File: src/mcseq_pkg.sv
// constants, state codes and result carrier for the measurement sequencer
// assumes a 100 MHz sequencer clock and 16-bit host registers
package mcseq_pkg;

  // host register offsets
  localparam logic [7:0] REG_CFG = 8'h00;
  localparam logic [7:0] REG_CUR = 8'h01;
  localparam logic [7:0] REG_BUS = 8'h02;
  localparam logic [7:0] REG_PWR = 8'h03;
  localparam logic [7:0] REG_MASK = 8'h06;

  // configuration fields
  localparam int CFG_MODE_LSB = 0;
  localparam int CFG_AVG_LSB = 9;
  localparam int MASK_CONVERSION_READY_FLAG_BIT = 3;
  localparam logic [15:0] CFG_RESET = 16'h0007;
  localparam logic [15:0] MASK_RESET = 16'h0000;
  localparam logic [15:0] RES_RESET = 16'h0000;

  // mode bits: bit0 current, bit1 bus voltage, bit2 continuous
  localparam int MODE_CUR_BIT = 0;
  localparam int MODE_BUS_BIT = 1;
  localparam int MODE_CONT_BIT = 2;

  // bus voltage saturates at the 40.96 V code
  localparam logic [15:0] BUS_FULL_SCALE = 16'h7FFF;

  // power = |I| * V * 1.5625 uW / 10 mW, done as multiply and shift
  localparam logic [15:0] PWR_RECIP = 16'h28F6;
  localparam int PWR_SHIFT = 26;
  localparam logic [15:0] PWR_MAX = 16'hFFFF;

  // recovery from power-down
  localparam int WAKE_TIME_US = 40;
  localparam int CLK_MHZ = 100;
  localparam int WAKE_CYCLES = WAKE_TIME_US * CLK_MHZ;

  typedef enum logic [2:0] {
    ST_IDLE = 3'b000,
    ST_WAKE = 3'b001,
    ST_SHUNT = 3'b010,
    ST_SWAIT = 3'b011,
    ST_BUS = 3'b100,
    ST_BWAIT = 3'b101
  } mcseq_state_t;

  typedef struct packed {
    logic [15:0] cur;
    logic [15:0] bus;
    logic [15:0] pwr;
  } mcseq_result_t;

endpackage

File: src/mcseq_core.sv
// measurement conversion sequencer: shunt/bus ordering, averaging,
// current and power calculation, result registers and ready flag.
// assumes a register port fed by the serial bus front end and a
// converter that answers each start pulse with one valid data cycle.
//
// Functional notes
// [RULE1] continuous mode repeats shunt then bus conversion with no host help
// [RULE2] each shunt result gives a current, then power for that sample
// [RULE3] samples accumulate until the programmed averaging count is reached
// [RULE4] results load only when averaging completes and hold until next set
// [RULE5] host reads never disturb or restart a running sequence
// [RULE6] mode may convert only current or only bus voltage
// [RULE7] triggered mode writes start exactly one result set, then stop
// [RULE8] host must rewrite configuration for another single shot
// [RULE9] power-down halts conversions and switches input current off
// [RULE10] leaving power-down needs 40 us recovery before converting
// [RULE11] registers stay readable and writable during power-down
// [RULE12] power-down lasts until an active mode is written
// [RULE13] ready flag sets only after conversions, averaging and math finish
// [RULE14] configuration writes clear ready flag unless selecting power-down
// [RULE15] reading the mask/enable register clears the ready flag
// [RULE16] current and power math run alongside conversions, adding no time
// [RULE17] per-sample values live in an accumulator, not output registers
// [RULE18] bus voltage is 1.25 mV per code, full scale 40.96 V
// [RULE19] bus voltage accumulates too; all three results load together
// [RULE20] reverse current reads negative in two's complement
// [RULE21] power is always a non-negative magnitude
// [RULE22] continuous mode restarts at once with a cleared accumulator
// [RULE23] configuration write mid-sequence drops partial sums and restarts
`timescale 1ns/1ps

module mcseq_core #(
  parameter int ACC_W = 27
) (
  input wire logic i_sys_clk,
  input wire logic i_rst_n,
  input wire logic i_clk_en,
  input wire logic i_reg_wr,
  input wire logic i_reg_rd,
  input wire logic [7:0] i_reg_addr,
  input wire logic [15:0] i_reg_wdata,
  input wire logic i_conv_valid,
  input wire logic [15:0] i_conv_data,
  output logic [15:0] o_reg_rdata,
  output logic o_conv_start,
  output logic o_conv_sel,
  output logic o_inputs_off,
  output logic o_conversion_ready_flag
);

  function automatic logic [3:0] avg_shift(input logic [2:0] code);
    case (code)
      3'h0: avg_shift = 4'h0;
      3'h1: avg_shift = 4'h2;
      3'h2: avg_shift = 4'h4;
      3'h3: avg_shift = 4'h6;
      3'h4: avg_shift = 4'h7;
      3'h5: avg_shift = 4'h8;
      3'h6: avg_shift = 4'h9;
      default: avg_shift = 4'hA;
    endcase
  endfunction

  // magnitude first so reverse current still yields positive power
  function automatic logic [15:0] calc_power(input logic [15:0] cur,
                                             input logic [15:0] bus);
    logic [15:0] mag;
    logic [31:0] prod;
    logic [47:0] scaled;
    mag = cur[15] ? 16'(-cur) : cur;
    prod = mag * bus;
    scaled = (48'(prod) * 48'(mcseq_pkg::PWR_RECIP)) >> mcseq_pkg::PWR_SHIFT;
    calc_power = (scaled > 48'(mcseq_pkg::PWR_MAX)) ? mcseq_pkg::PWR_MAX
                                                    : scaled[15:0];
  endfunction

  localparam logic [12:0] WAKE_LOAD = 13'(mcseq_pkg::WAKE_CYCLES - 1);

  mcseq_pkg::mcseq_state_t state_reg, state_next;
  mcseq_pkg::mcseq_result_t res_reg;
  logic [15:0] cfg_reg;
  logic [15:0] mask_reg;
  logic [12:0] wake_cnt_reg;
  logic [10:0] sample_cnt_reg;
  logic [15:0] cur_hold_reg;
  logic [15:0] bus_hold_reg;
  logic signed [ACC_W-1:0] acc_cur_reg;
  logic [ACC_W-1:0] acc_bus_reg;
  logic [ACC_W-1:0] acc_pwr_reg;

  // decode
  wire cfg_wr = i_reg_wr && (i_reg_addr == mcseq_pkg::REG_CFG);
  wire mask_wr = i_reg_wr && (i_reg_addr == mcseq_pkg::REG_MASK);
  wire mask_rd = i_reg_rd && (i_reg_addr == mcseq_pkg::REG_MASK);
  wire [2:0] new_mode = i_reg_wdata[mcseq_pkg::CFG_MODE_LSB +: 3];
  wire new_pd = (new_mode[1:0] == 2'b00);
  wire [2:0] mode = cfg_reg[mcseq_pkg::CFG_MODE_LSB +: 3];
  wire mode_cont = mode[mcseq_pkg::MODE_CONT_BIT];
  wire [3:0] avg_sh = avg_shift(cfg_reg[mcseq_pkg::CFG_AVG_LSB +: 3]);
  wire [10:0] avg_last = 11'((12'h001 << avg_sh) - 12'h001);
  wire last_sample = (sample_cnt_reg == avg_last);
  wire mcseq_pkg::mcseq_state_t first_st =
    mode[mcseq_pkg::MODE_CUR_BIT] ? mcseq_pkg::ST_SHUNT
                                  : mcseq_pkg::ST_BUS; // RULE6
  wire mcseq_pkg::mcseq_state_t new_first_st =
    new_mode[mcseq_pkg::MODE_CUR_BIT] ? mcseq_pkg::ST_SHUNT
                                      : mcseq_pkg::ST_BUS;

  // sample capture; math is combinational on the capture cycle so it
  // costs no extra conversion time
  wire shunt_done = (state_reg == mcseq_pkg::ST_SWAIT) && i_conv_valid;
  wire bus_done = (state_reg == mcseq_pkg::ST_BWAIT) && i_conv_valid;
  wire [15:0] cur_s = shunt_done ? i_conv_data : cur_hold_reg; // RULE2 RULE20
  wire [15:0] bus_sat = i_conv_data[15] ? mcseq_pkg::BUS_FULL_SCALE
                                        : i_conv_data; // RULE18
  wire [15:0] bus_s = bus_done ? bus_sat : bus_hold_reg;
  wire sample_end = bus_done ||
    (shunt_done && !mode[mcseq_pkg::MODE_BUS_BIT]);
  wire [15:0] pwr_s = calc_power(cur_s, bus_s); // RULE2 RULE16 RULE21
  wire set_done = sample_end && last_sample;

  // accumulate all three values every sample
  wire signed [ACC_W-1:0] acc_cur_next = acc_cur_reg +
    {{(ACC_W-16){cur_s[15]}}, cur_s}; // RULE3 RULE17
  wire [ACC_W-1:0] acc_bus_next = acc_bus_reg +
    {{(ACC_W-16){1'b0}}, bus_s}; // RULE19
  wire [ACC_W-1:0] acc_pwr_next = acc_pwr_reg +
    {{(ACC_W-16){1'b0}}, pwr_s};
  wire signed [ACC_W-1:0] avg_cur = acc_cur_next >>> avg_sh;
  wire [ACC_W-1:0] avg_bus = acc_bus_next >> avg_sh;
  wire [ACC_W-1:0] avg_pwr = acc_pwr_next >> avg_sh;
  wire mcseq_pkg::mcseq_result_t res_new = '{
    cur: avg_cur[15:0], bus: avg_bus[15:0], pwr: avg_pwr[15:0]};

  // ready flag: set wins over either clear
  wire conversion_ready_flag_clr = (cfg_wr && !new_pd) || mask_rd; // RULE14 RULE15
  wire conversion_ready_flag_next = set_done || (o_conversion_ready_flag && !conversion_ready_flag_clr);

  // read mux; reads only select data, they never touch sequencing
  logic [15:0] rdata_next;
  always_comb begin
    case (i_reg_addr)
      mcseq_pkg::REG_CFG: rdata_next = cfg_reg;
      mcseq_pkg::REG_CUR: rdata_next = res_reg.cur;
      mcseq_pkg::REG_BUS: rdata_next = res_reg.bus;
      mcseq_pkg::REG_PWR: rdata_next = res_reg.pwr;
      mcseq_pkg::REG_MASK: begin
        rdata_next = mask_reg;
        rdata_next[mcseq_pkg::MASK_CONVERSION_READY_FLAG_BIT] = o_conversion_ready_flag;
      end
      default: rdata_next = 16'h0000;
    endcase
  end

  // sequencing; a config write overrides everything else
  always_comb begin
    state_next = state_reg;
    case (state_reg)
      mcseq_pkg::ST_IDLE: state_next = mcseq_pkg::ST_IDLE; // RULE12
      mcseq_pkg::ST_WAKE:
        if (wake_cnt_reg == 13'h0000) state_next = first_st; // RULE10
      mcseq_pkg::ST_SHUNT: state_next = mcseq_pkg::ST_SWAIT;
      mcseq_pkg::ST_BUS: state_next = mcseq_pkg::ST_BWAIT;
      mcseq_pkg::ST_SWAIT, mcseq_pkg::ST_BWAIT:
        if (shunt_done && mode[mcseq_pkg::MODE_BUS_BIT]) begin
          state_next = mcseq_pkg::ST_BUS; // RULE1
        end else if (sample_end) begin
          if (last_sample && !mode_cont) state_next = mcseq_pkg::ST_IDLE;
          else state_next = first_st; // RULE1 RULE3 RULE7 RULE22
        end
      default: state_next = mcseq_pkg::ST_IDLE;
    endcase
    if (cfg_wr) begin
      if (new_pd) state_next = mcseq_pkg::ST_IDLE; // RULE9
      // a rewrite during recovery must not cut the wait short
      else if (o_inputs_off || state_reg == mcseq_pkg::ST_WAKE)
        state_next = mcseq_pkg::ST_WAKE; // RULE10
      else state_next = new_first_st; // RULE7 RULE23
    end
  end

  wire start_next = (state_next == mcseq_pkg::ST_SHUNT) ||
    (state_next == mcseq_pkg::ST_BUS);
  wire acc_clear = cfg_wr || set_done; // RULE22 RULE23

  always_ff @(posedge i_sys_clk or negedge i_rst_n) begin
    if (!i_rst_n) begin
      state_reg <= mcseq_pkg::ST_WAKE;
      wake_cnt_reg <= WAKE_LOAD;
      o_inputs_off <= 1'b0;
      o_conv_start <= 1'b0;
      o_conv_sel <= 1'b0;
    end else if (i_clk_en) begin
      state_reg <= state_next;
      o_conv_start <= start_next;
      o_conv_sel <= (state_next == mcseq_pkg::ST_BUS);
      if (cfg_wr) o_inputs_off <= new_pd; // RULE9 RULE12
      if (cfg_wr && o_inputs_off) wake_cnt_reg <= WAKE_LOAD;
      else if (state_reg == mcseq_pkg::ST_WAKE &&
               wake_cnt_reg != 13'h0000)
        wake_cnt_reg <= wake_cnt_reg - 13'h0001; // RULE10
    end
  end

  // registers remain accessible in every mode
  always_ff @(posedge i_sys_clk or negedge i_rst_n) begin
    if (!i_rst_n) begin
      cfg_reg <= mcseq_pkg::CFG_RESET;
      mask_reg <= mcseq_pkg::MASK_RESET;
      o_reg_rdata <= 16'h0000;
      o_conversion_ready_flag <= 1'b0;
    end else if (i_clk_en) begin
      if (cfg_wr) cfg_reg <= i_reg_wdata; // RULE11
      if (mask_wr) mask_reg <= i_reg_wdata &
        ~(16'h0001 << mcseq_pkg::MASK_CONVERSION_READY_FLAG_BIT);
      if (i_reg_rd) o_reg_rdata <= rdata_next; // RULE5
      o_conversion_ready_flag <= conversion_ready_flag_next; // RULE13
    end
  end

  always_ff @(posedge i_sys_clk or negedge i_rst_n) begin
    if (!i_rst_n) begin
      sample_cnt_reg <= 11'h000;
      cur_hold_reg <= 16'h0000;
      bus_hold_reg <= 16'h0000;
      acc_cur_reg <= '0;
      acc_bus_reg <= '0;
      acc_pwr_reg <= '0;
    end else if (i_clk_en) begin
      if (shunt_done) cur_hold_reg <= cur_s;
      if (bus_done) bus_hold_reg <= bus_s;
      if (acc_clear) begin
        sample_cnt_reg <= 11'h000;
        acc_cur_reg <= '0;
        acc_bus_reg <= '0;
        acc_pwr_reg <= '0;
      end else if (sample_end) begin
        sample_cnt_reg <= sample_cnt_reg + 11'h001; // RULE3
        acc_cur_reg <= acc_cur_next;
        acc_bus_reg <= acc_bus_next;
        acc_pwr_reg <= acc_pwr_next;
      end
    end
  end

  // a write that lands on the final sample still loads that set
  always_ff @(posedge i_sys_clk or negedge i_rst_n) begin
    if (!i_rst_n) begin
      res_reg <= '{cur: mcseq_pkg::RES_RESET, bus: mcseq_pkg::RES_RESET,
                   pwr: mcseq_pkg::RES_RESET};
    end else if (i_clk_en && set_done) begin
      res_reg <= res_new; // RULE4 RULE19
    end
  end
endmodule // mcseq_core

File: config.mk
export PLATFORM = sky130hd
export DESIGN_NAME = mcseq_core
export DESIGN_NICKNAME = d
export VERILOG_FILES = /design/src/mcseq_pkg.sv /design/src/mcseq_core.sv
export SDC_FILE = /design/constraint.sdc
export NUM_CORES = 2
export LEC_CHECK = 0
export ABC_AREA = 1
export BUFFER_PORTS_ARGS = -buffer_cell sky130_fd_sc_hd__buf_2
export CAP_MARGIN = 40
export CORE_MARGIN = 2
export CORE_UTILIZATION = 30
export DETAILED_ROUTE_END_ITERATION = 7
export GPL_ROUTABILITY_DRIVEN = 0
export HOLD_SLACK_MARGIN = 0.15
export PLACE_DENSITY_LB_ADDON = 0.05
export SKIP_CTS_REPAIR_TIMING = 1
export SLEW_MARGIN = 20
export SYNTH_ARGS = -nofsm -noshare
export SYNTH_HDL_FRONTEND = slang
export SYNTH_SLANG_ARGS = --single-unit
File: constraint.sdc
create_clock -name i_sys_clk -period 17.6 [get_ports i_sys_clk]
set_clock_uncertainty 0.15 [all_clocks]
set_input_delay 1.76 -clock i_sys_clk [delete_from_list [all_inputs] [get_ports i_sys_clk]]
set_output_delay 1.76 -clock i_sys_clk [all_outputs]
set_load 0.01 [all_outputs]
; Word-level counts from Yosys, hierarchy flattened
; Cells that the tools add are included.
[totals]
regBits = 239
latch_bits = 0
ram_bits = 0
mem_bits_ro = 0
inputBits = 46
mem_count = 0
[op_classes]
add_sub_neg = 7
multipliers = 2
n_div = 0
magnitude_cmp = 1
n_eq_ne = 18
n_shift = 4
muxes = 27
bitwise_logic = 0
n_reduce_logical = 39
[op_table]
columns = operator, count
row1 = 27-bit 2-to-1 mux, 6
row2 = 16-bit case mux with 5 select lines, 1
row3 = 16-bit 2-to-1 mux, 4
row4 = 27-bit by 16-bit adder with 27-bit output, 2
row5 = 27-bit by 4-bit >> shifter with 16-bit output, 2
row6 = "32-bit by 13-bit multiplier with 45-bit output, second input constant", 1
row7 = 16-bit by 16-bit multiplier with 32-bit output, 1
row8 = 4-bit case mux with 7 select lines, 1
row9 = 27-bit adder, 1
row10 = 3-bit 2-to-1 mux, 9
row11 = 27-bit by 4-bit >>> shifter with 16-bit output, 1
row12 = 13-bit 2-to-1 mux, 2
row13 = 11-bit 2-to-1 mux, 2
row14 = "20-bit by 16-bit greater-than comparator with 1-bit output, second input constant", 1
row15 = "3-bit == test, second input constant", 6
row16 = "8-bit by 2-bit == test with 1-bit output, second input constant", 2
row17 = 16-bit negator, 1
row18 = "3-bit by 2-bit == test with 1-bit output, second input constant", 5
row19 = 15-bit 2-to-1 mux, 1
row20 = 1-bit logical AND, 14
row21 = 2-bit AND reduction, 7
row22 = 13-bit zero test, 1
row23 = 13-bit nonzero test, 1
row24 = "13-bit by 1-bit subtractor with 13-bit output, second input constant", 1
row25 = 15 further kinds, 25

; Logic depth before layout (Yosys ltp)
[depth]
ltp_word = 13
depth_mapped = 89
ltp_nobuf = 86

; Least setup slack after synthesis
; OpenSTA, ideal clock, no wires.
[synth_timing]
kind = input port to flip-flop
from = in i_conv_valid
to = reg res_reg[7] (netlist bit)
t_arrival_ns = 14.479
required_ns = 17.328
slack_ns = 2.849
path_stages = 74
path_buffers = 3
cell_sequence = nand2_1 inv_1 nand2_4 nand2_1 o21ai_2 inv_1 clkbuf_1 ha_1 inv_1 nor2_1 nand3_1 nor2_1 nand2_1 nand3_1 nand2_2 inv_1 buf_2 nand2_1 (+38 left out) nand3_1 ha_1 inv_1 fa_1 inv_1 nand3_1 nand2_1 nand2_1 nand2_1 or2_2 nand2_1 nand2_1 nand2_1 nand2_1 nand3_1 nand2_1 nor2_1 a21boi_1
[synth_between]
elab_chain_len = 10
word_cells_on_any_way = 16
classes_between = add/sub: 2 / mul: 2 / order compare: 1 / shift: 1 / mux: 4 / reduce/logical: 6
[synth_lines]
columns = item, line_no
row1 = start: declaration, mcseq_core.sv:42  ; input wire logic i_conv_valid,
row2 = 1-bit logical AND (*), mcseq_core.sv:111  ; wire shunt_done = (state_reg == mcseq_pkg::ST_SWAIT) && i_conv_valid;
row3 = 16-bit 2-to-1 mux (*), mcseq_core.sv:113  ; wire [15:0] cur_s = shunt_done ? i_conv_data : cur_hold_reg;
row4 = net cur_s[0], mcseq_core.sv:113
row5 = 16-bit negator, mcseq_core.sv:70  ; mag = cur[15] ? 16'(-cur) : cur;
row6 = 16-bit 2-to-1 mux (*), mcseq_core.sv:70
row7 = 16-bit by 16-bit multiplier with 32-bit output (*), mcseq_core.sv:71  ; prod = mag * bus;
row8 = 32-bit by 13-bit multiplier with 45-bit output (*), mcseq_core.sv:72  ; scaled = (48'(prod) * 48'(mcseq_pkg::PWR_RECIP)) >> mcseq_pkg::PWR_SHIFT;
row9 = 20-bit by 16-bit greater-than comparator with 1-bit output, mcseq_core.sv:73  ; calc_power = (scaled > 48'(mcseq_pkg::PWR_MAX)) ? mcseq_pkg::PWR_MAX
row10 = 16-bit 2-to-1 mux (*), mcseq_core.sv:73
row11 = 27-bit by 16-bit adder with 27-bit output (*), mcseq_core.sv:127  ; wire [ACC_W-1:0] acc_pwr_next = acc_pwr_reg +
row12 = 27-bit by 4-bit >> shifter with 16-bit output (*), mcseq_core.sv:131  ; wire [ACC_W-1:0] avg_pwr = acc_pwr_next >> avg_sh;
row13 = end signal: assignment, mcseq_core.sv:249  ; res_reg <= '{cur: mcseq_pkg::RES_RESET, bus: mcseq_pkg::RES_RESET,
row14 = end signal: assignment, mcseq_core.sv:252  ; res_reg <= res_new;
row15 = end: declaration, mcseq_core.sv:80  ; mcseq_pkg::mcseq_result_t res_reg;
; The timed path passes the listed nets; every way through them passes the cells marked *.
; A chain may end at the register's enable or synchronous reset.

; Final worst setup path
[layout_timing]
from = in i_conv_valid
to = reg res_reg[9] (netlist bit)
; Same word-level chain as after synthesis.

==> results.toml <==
[synth]
synth_edf_count = 0
synth_top_area_share_pct = 19.9
syn-cell-area_mm2 = 0.0362
async_flop_share_pct = 100
synth-seq-cells = 239
syn-num-nets = 5928
ys_seq_area_share_pct = 16.6
netlist_instances = 5188
netlist-cell-type-count = 66
avgSynthCellArea_um2 = 6.98
synth.yosys.warnings = 0
yosys.area.top_type = "fa_1"
synth_area_leaders = "fa_1 (20%), dfrtp_1 (16%), nand2_1 (14%), ha_1 (12%), inv_1 (11%)"
ys.flop_type = "dfrtp_1"

[critical_path]
slowest_stage = "fa_1"
r2r_setup_slack_ns = 2.18
path_class = "input port to register"
crit_arrival_ns = 16.37
critPathLaunchType = "input port"
timing.rr.start = "state_reg[0]"
crit_path_end_kind = "register"
rr_worst_depth = 72
path_max_fanout = 25
crit_path_max_incr_delay_ns = 0.56
critical_path_required_ns = 17.86
path_common_cell = "inv_1"
r2r_end = "res_reg[9]"

[job]
maxCapViolCount = 0

[sta]
finalCriticalPeriod_ns = 16.11
max_freq_mhz = 62.1
relSlewSlack_pct = 41.5
period_share_pct = 91.6
setup-tns-final_ns = 0
hold_viol = 0
finalSetupViolCount = 0
drv_slew = 0
grt_setup_unrepaired = "no"
worst_pin_slew_ns = 0.877

[global_routing]
grt_pass1_vias = 33628
grt.overflow.total = 0
grt_use_total_pct = 21.5
grt_antenna_before_repair = 0
grt_max_degree = 62
grt_pass1_wl_mm = 205

[clocking]
h-tree-depth = 2
cts_made_buffers = 34
insertion_delay_ns = 0.58
cts.sinks = 239
clk_pin_slew_ns = 0.06
cts_root_buf = "clkbuf_16"
cts_tree = "done"
cts_max_path_buffers = 3

[routing]
drt-total-wl_mm = 130
drt_first_pass_iters = 6
drt_iter0_drc = 1974
drc = 0
avgViaCountPerCell = 4.75
vias = 32621
ant_nets = 0
wl_per_cell_um = 18.9

[layout]
n_antenna_cell = 0
nets = 5974
area_growth_pct = 9.82
drive_gt1_share_pct = 5.86
final_util_pct = 33.2
largest_register_ff_count = 48

[die]
initial_utilization_pct = 30.2
num_io_pins = 66
core_mm2 = 0.120
die_h_um = 351
die_w_um = 351
die_area_mm2 = 0.123
row_count = 127

[outcome]
status = "complete, no violations"

[place]
port_buffers = 65
hpwlAfterDp_mm = 106

[hold_path]
hold_class = "register to register"
worstHoldStart = "wake_cnt_reg[5]"
min_to = "wake_cnt_reg[5]"
worstHoldPathCells = 1
[area by class of cell]
type / count / area [um^2]
clock buffer: 48 / 983
clock inverter: 8 / 61.3
fill: 13318 / 80100
inverter: 1068 / 4010
multi-input combinational: 3754 / 25700
sequential: 239 / 6000
tap: 1612 / 2020
timing repair buffer: 137 / 985
[worst max-delay path: cells and delay by family]
kind / cells / cell delay (ns)
and+or+nand+nor: 30 / 3.74
xor gates and xnor gates: 3 / 0.84
AOI/OAI and AO/OA: 7 / 1.67
adders and majority gates: 16 / 6.69
buffers and inverters: 17 / 1.66
[cell usage in the layout, fill, tap and decap left out, drive strengths merged, types with 48 or more instances in the layout]
master / synthesis / routed
buf: 36 / 136
xor2: 48 / 48
dfrtp: 225 / 225
fa: 360 / 360
nand4: 62 / 62
a21oi: 169 / 169
ha: 334 / 334
inv: 1065 / 1068
nand3: 504 / 504
nand2: 1360 / 1360
nor2: 412 / 412
clkbuf: 91 / 49
o21ai: 246 / 246
[synthesized netlist by cell type (17+ instances only)]
library cell / instances
nor3_1: 31
inv_1: 1043
a21oi_1: 167
xor2_1: 46
ha_1: 334
nand2_1: 1352
or2_2: 21
clkbuf_1: 91
o21bai_1: 19
a32o_1: 29
xnor2_1: 25
dfrtp_1: 225
a221oi_1: 17
buf_2: 30
nor2_2: 19
nand3_1: 504
nand4_1: 61
fa_1: 360
nor2_1: 389
inv_2: 21
o21ai_0: 214
[worst max path at each step]
| stage | start | cells past startpoint | to | slack (ns) |
|---|---|---|---|---|
| 3_3_place_gp | i_conv_valid | 75 | res_reg[15] | 0.91 |
| 2_1_floorplan | i_conv_valid | 74 | res_reg[7] | 2.85 |
| 6_report | i_conv_valid | 73 | res_reg[9] | 1.49 |
| 5_1_grt | i_conv_valid | 76 | res_reg[9] | 0.19 |
| 4_1_cts | i_conv_valid | 73 | res_reg[15] | 1.48 |
| 3_5_place_dp | i_conv_valid | 73 | res_reg[15] | 0.97 |
[logic make-up (layout without fill, tap and decap cells)]
kind of cell               count (synthesis)  after routing  synth area share (%)
AOI/OAI and AO/OA                        563            563                  9.33
and+or+nand+nor                         2420           2420                  28.2
other                                      1              1                0.0104
buffers and inverters                   1195           1261                  12.6
adders and majority gates                694            694                  31.5
muxes                                      2              2                0.0553
DFF                                      239            239                  16.6
xor gates and xnor gates                  74             74                  1.85
[metal layers]
layer,GRT usage [%],wire length [um],vias up
met1,31.8,65600,15712
met4,3.63,1980,0
met2,34.4,58200,483
met3,1.68,3720,90
li1,-,-,16336
met5,0,0,-
[per-stage QoR]
step / hold slack (ns) / instances / worst slack (ns) / instance area [um^2]
2_1_floorplan: 0.284 / 5188 / 2.85 / 36200
3_3_place_gp: 0.310 / 6799 / 0.905 / 38500
3_5_place_dp: 0.307 / 6805 / 0.970 / 38600
4_1_cts: 0.321 / 6861 / 1.48 / 39700
5_1_grt: 0.332 / 6866 / 0.191 / 39700
6_report: 0.318 / 6866 / 1.49 / 39700
Power is left out: the tool's default activity adds up to more than one toggle a clock period on the data nets, which glitch-free logic cannot reach.
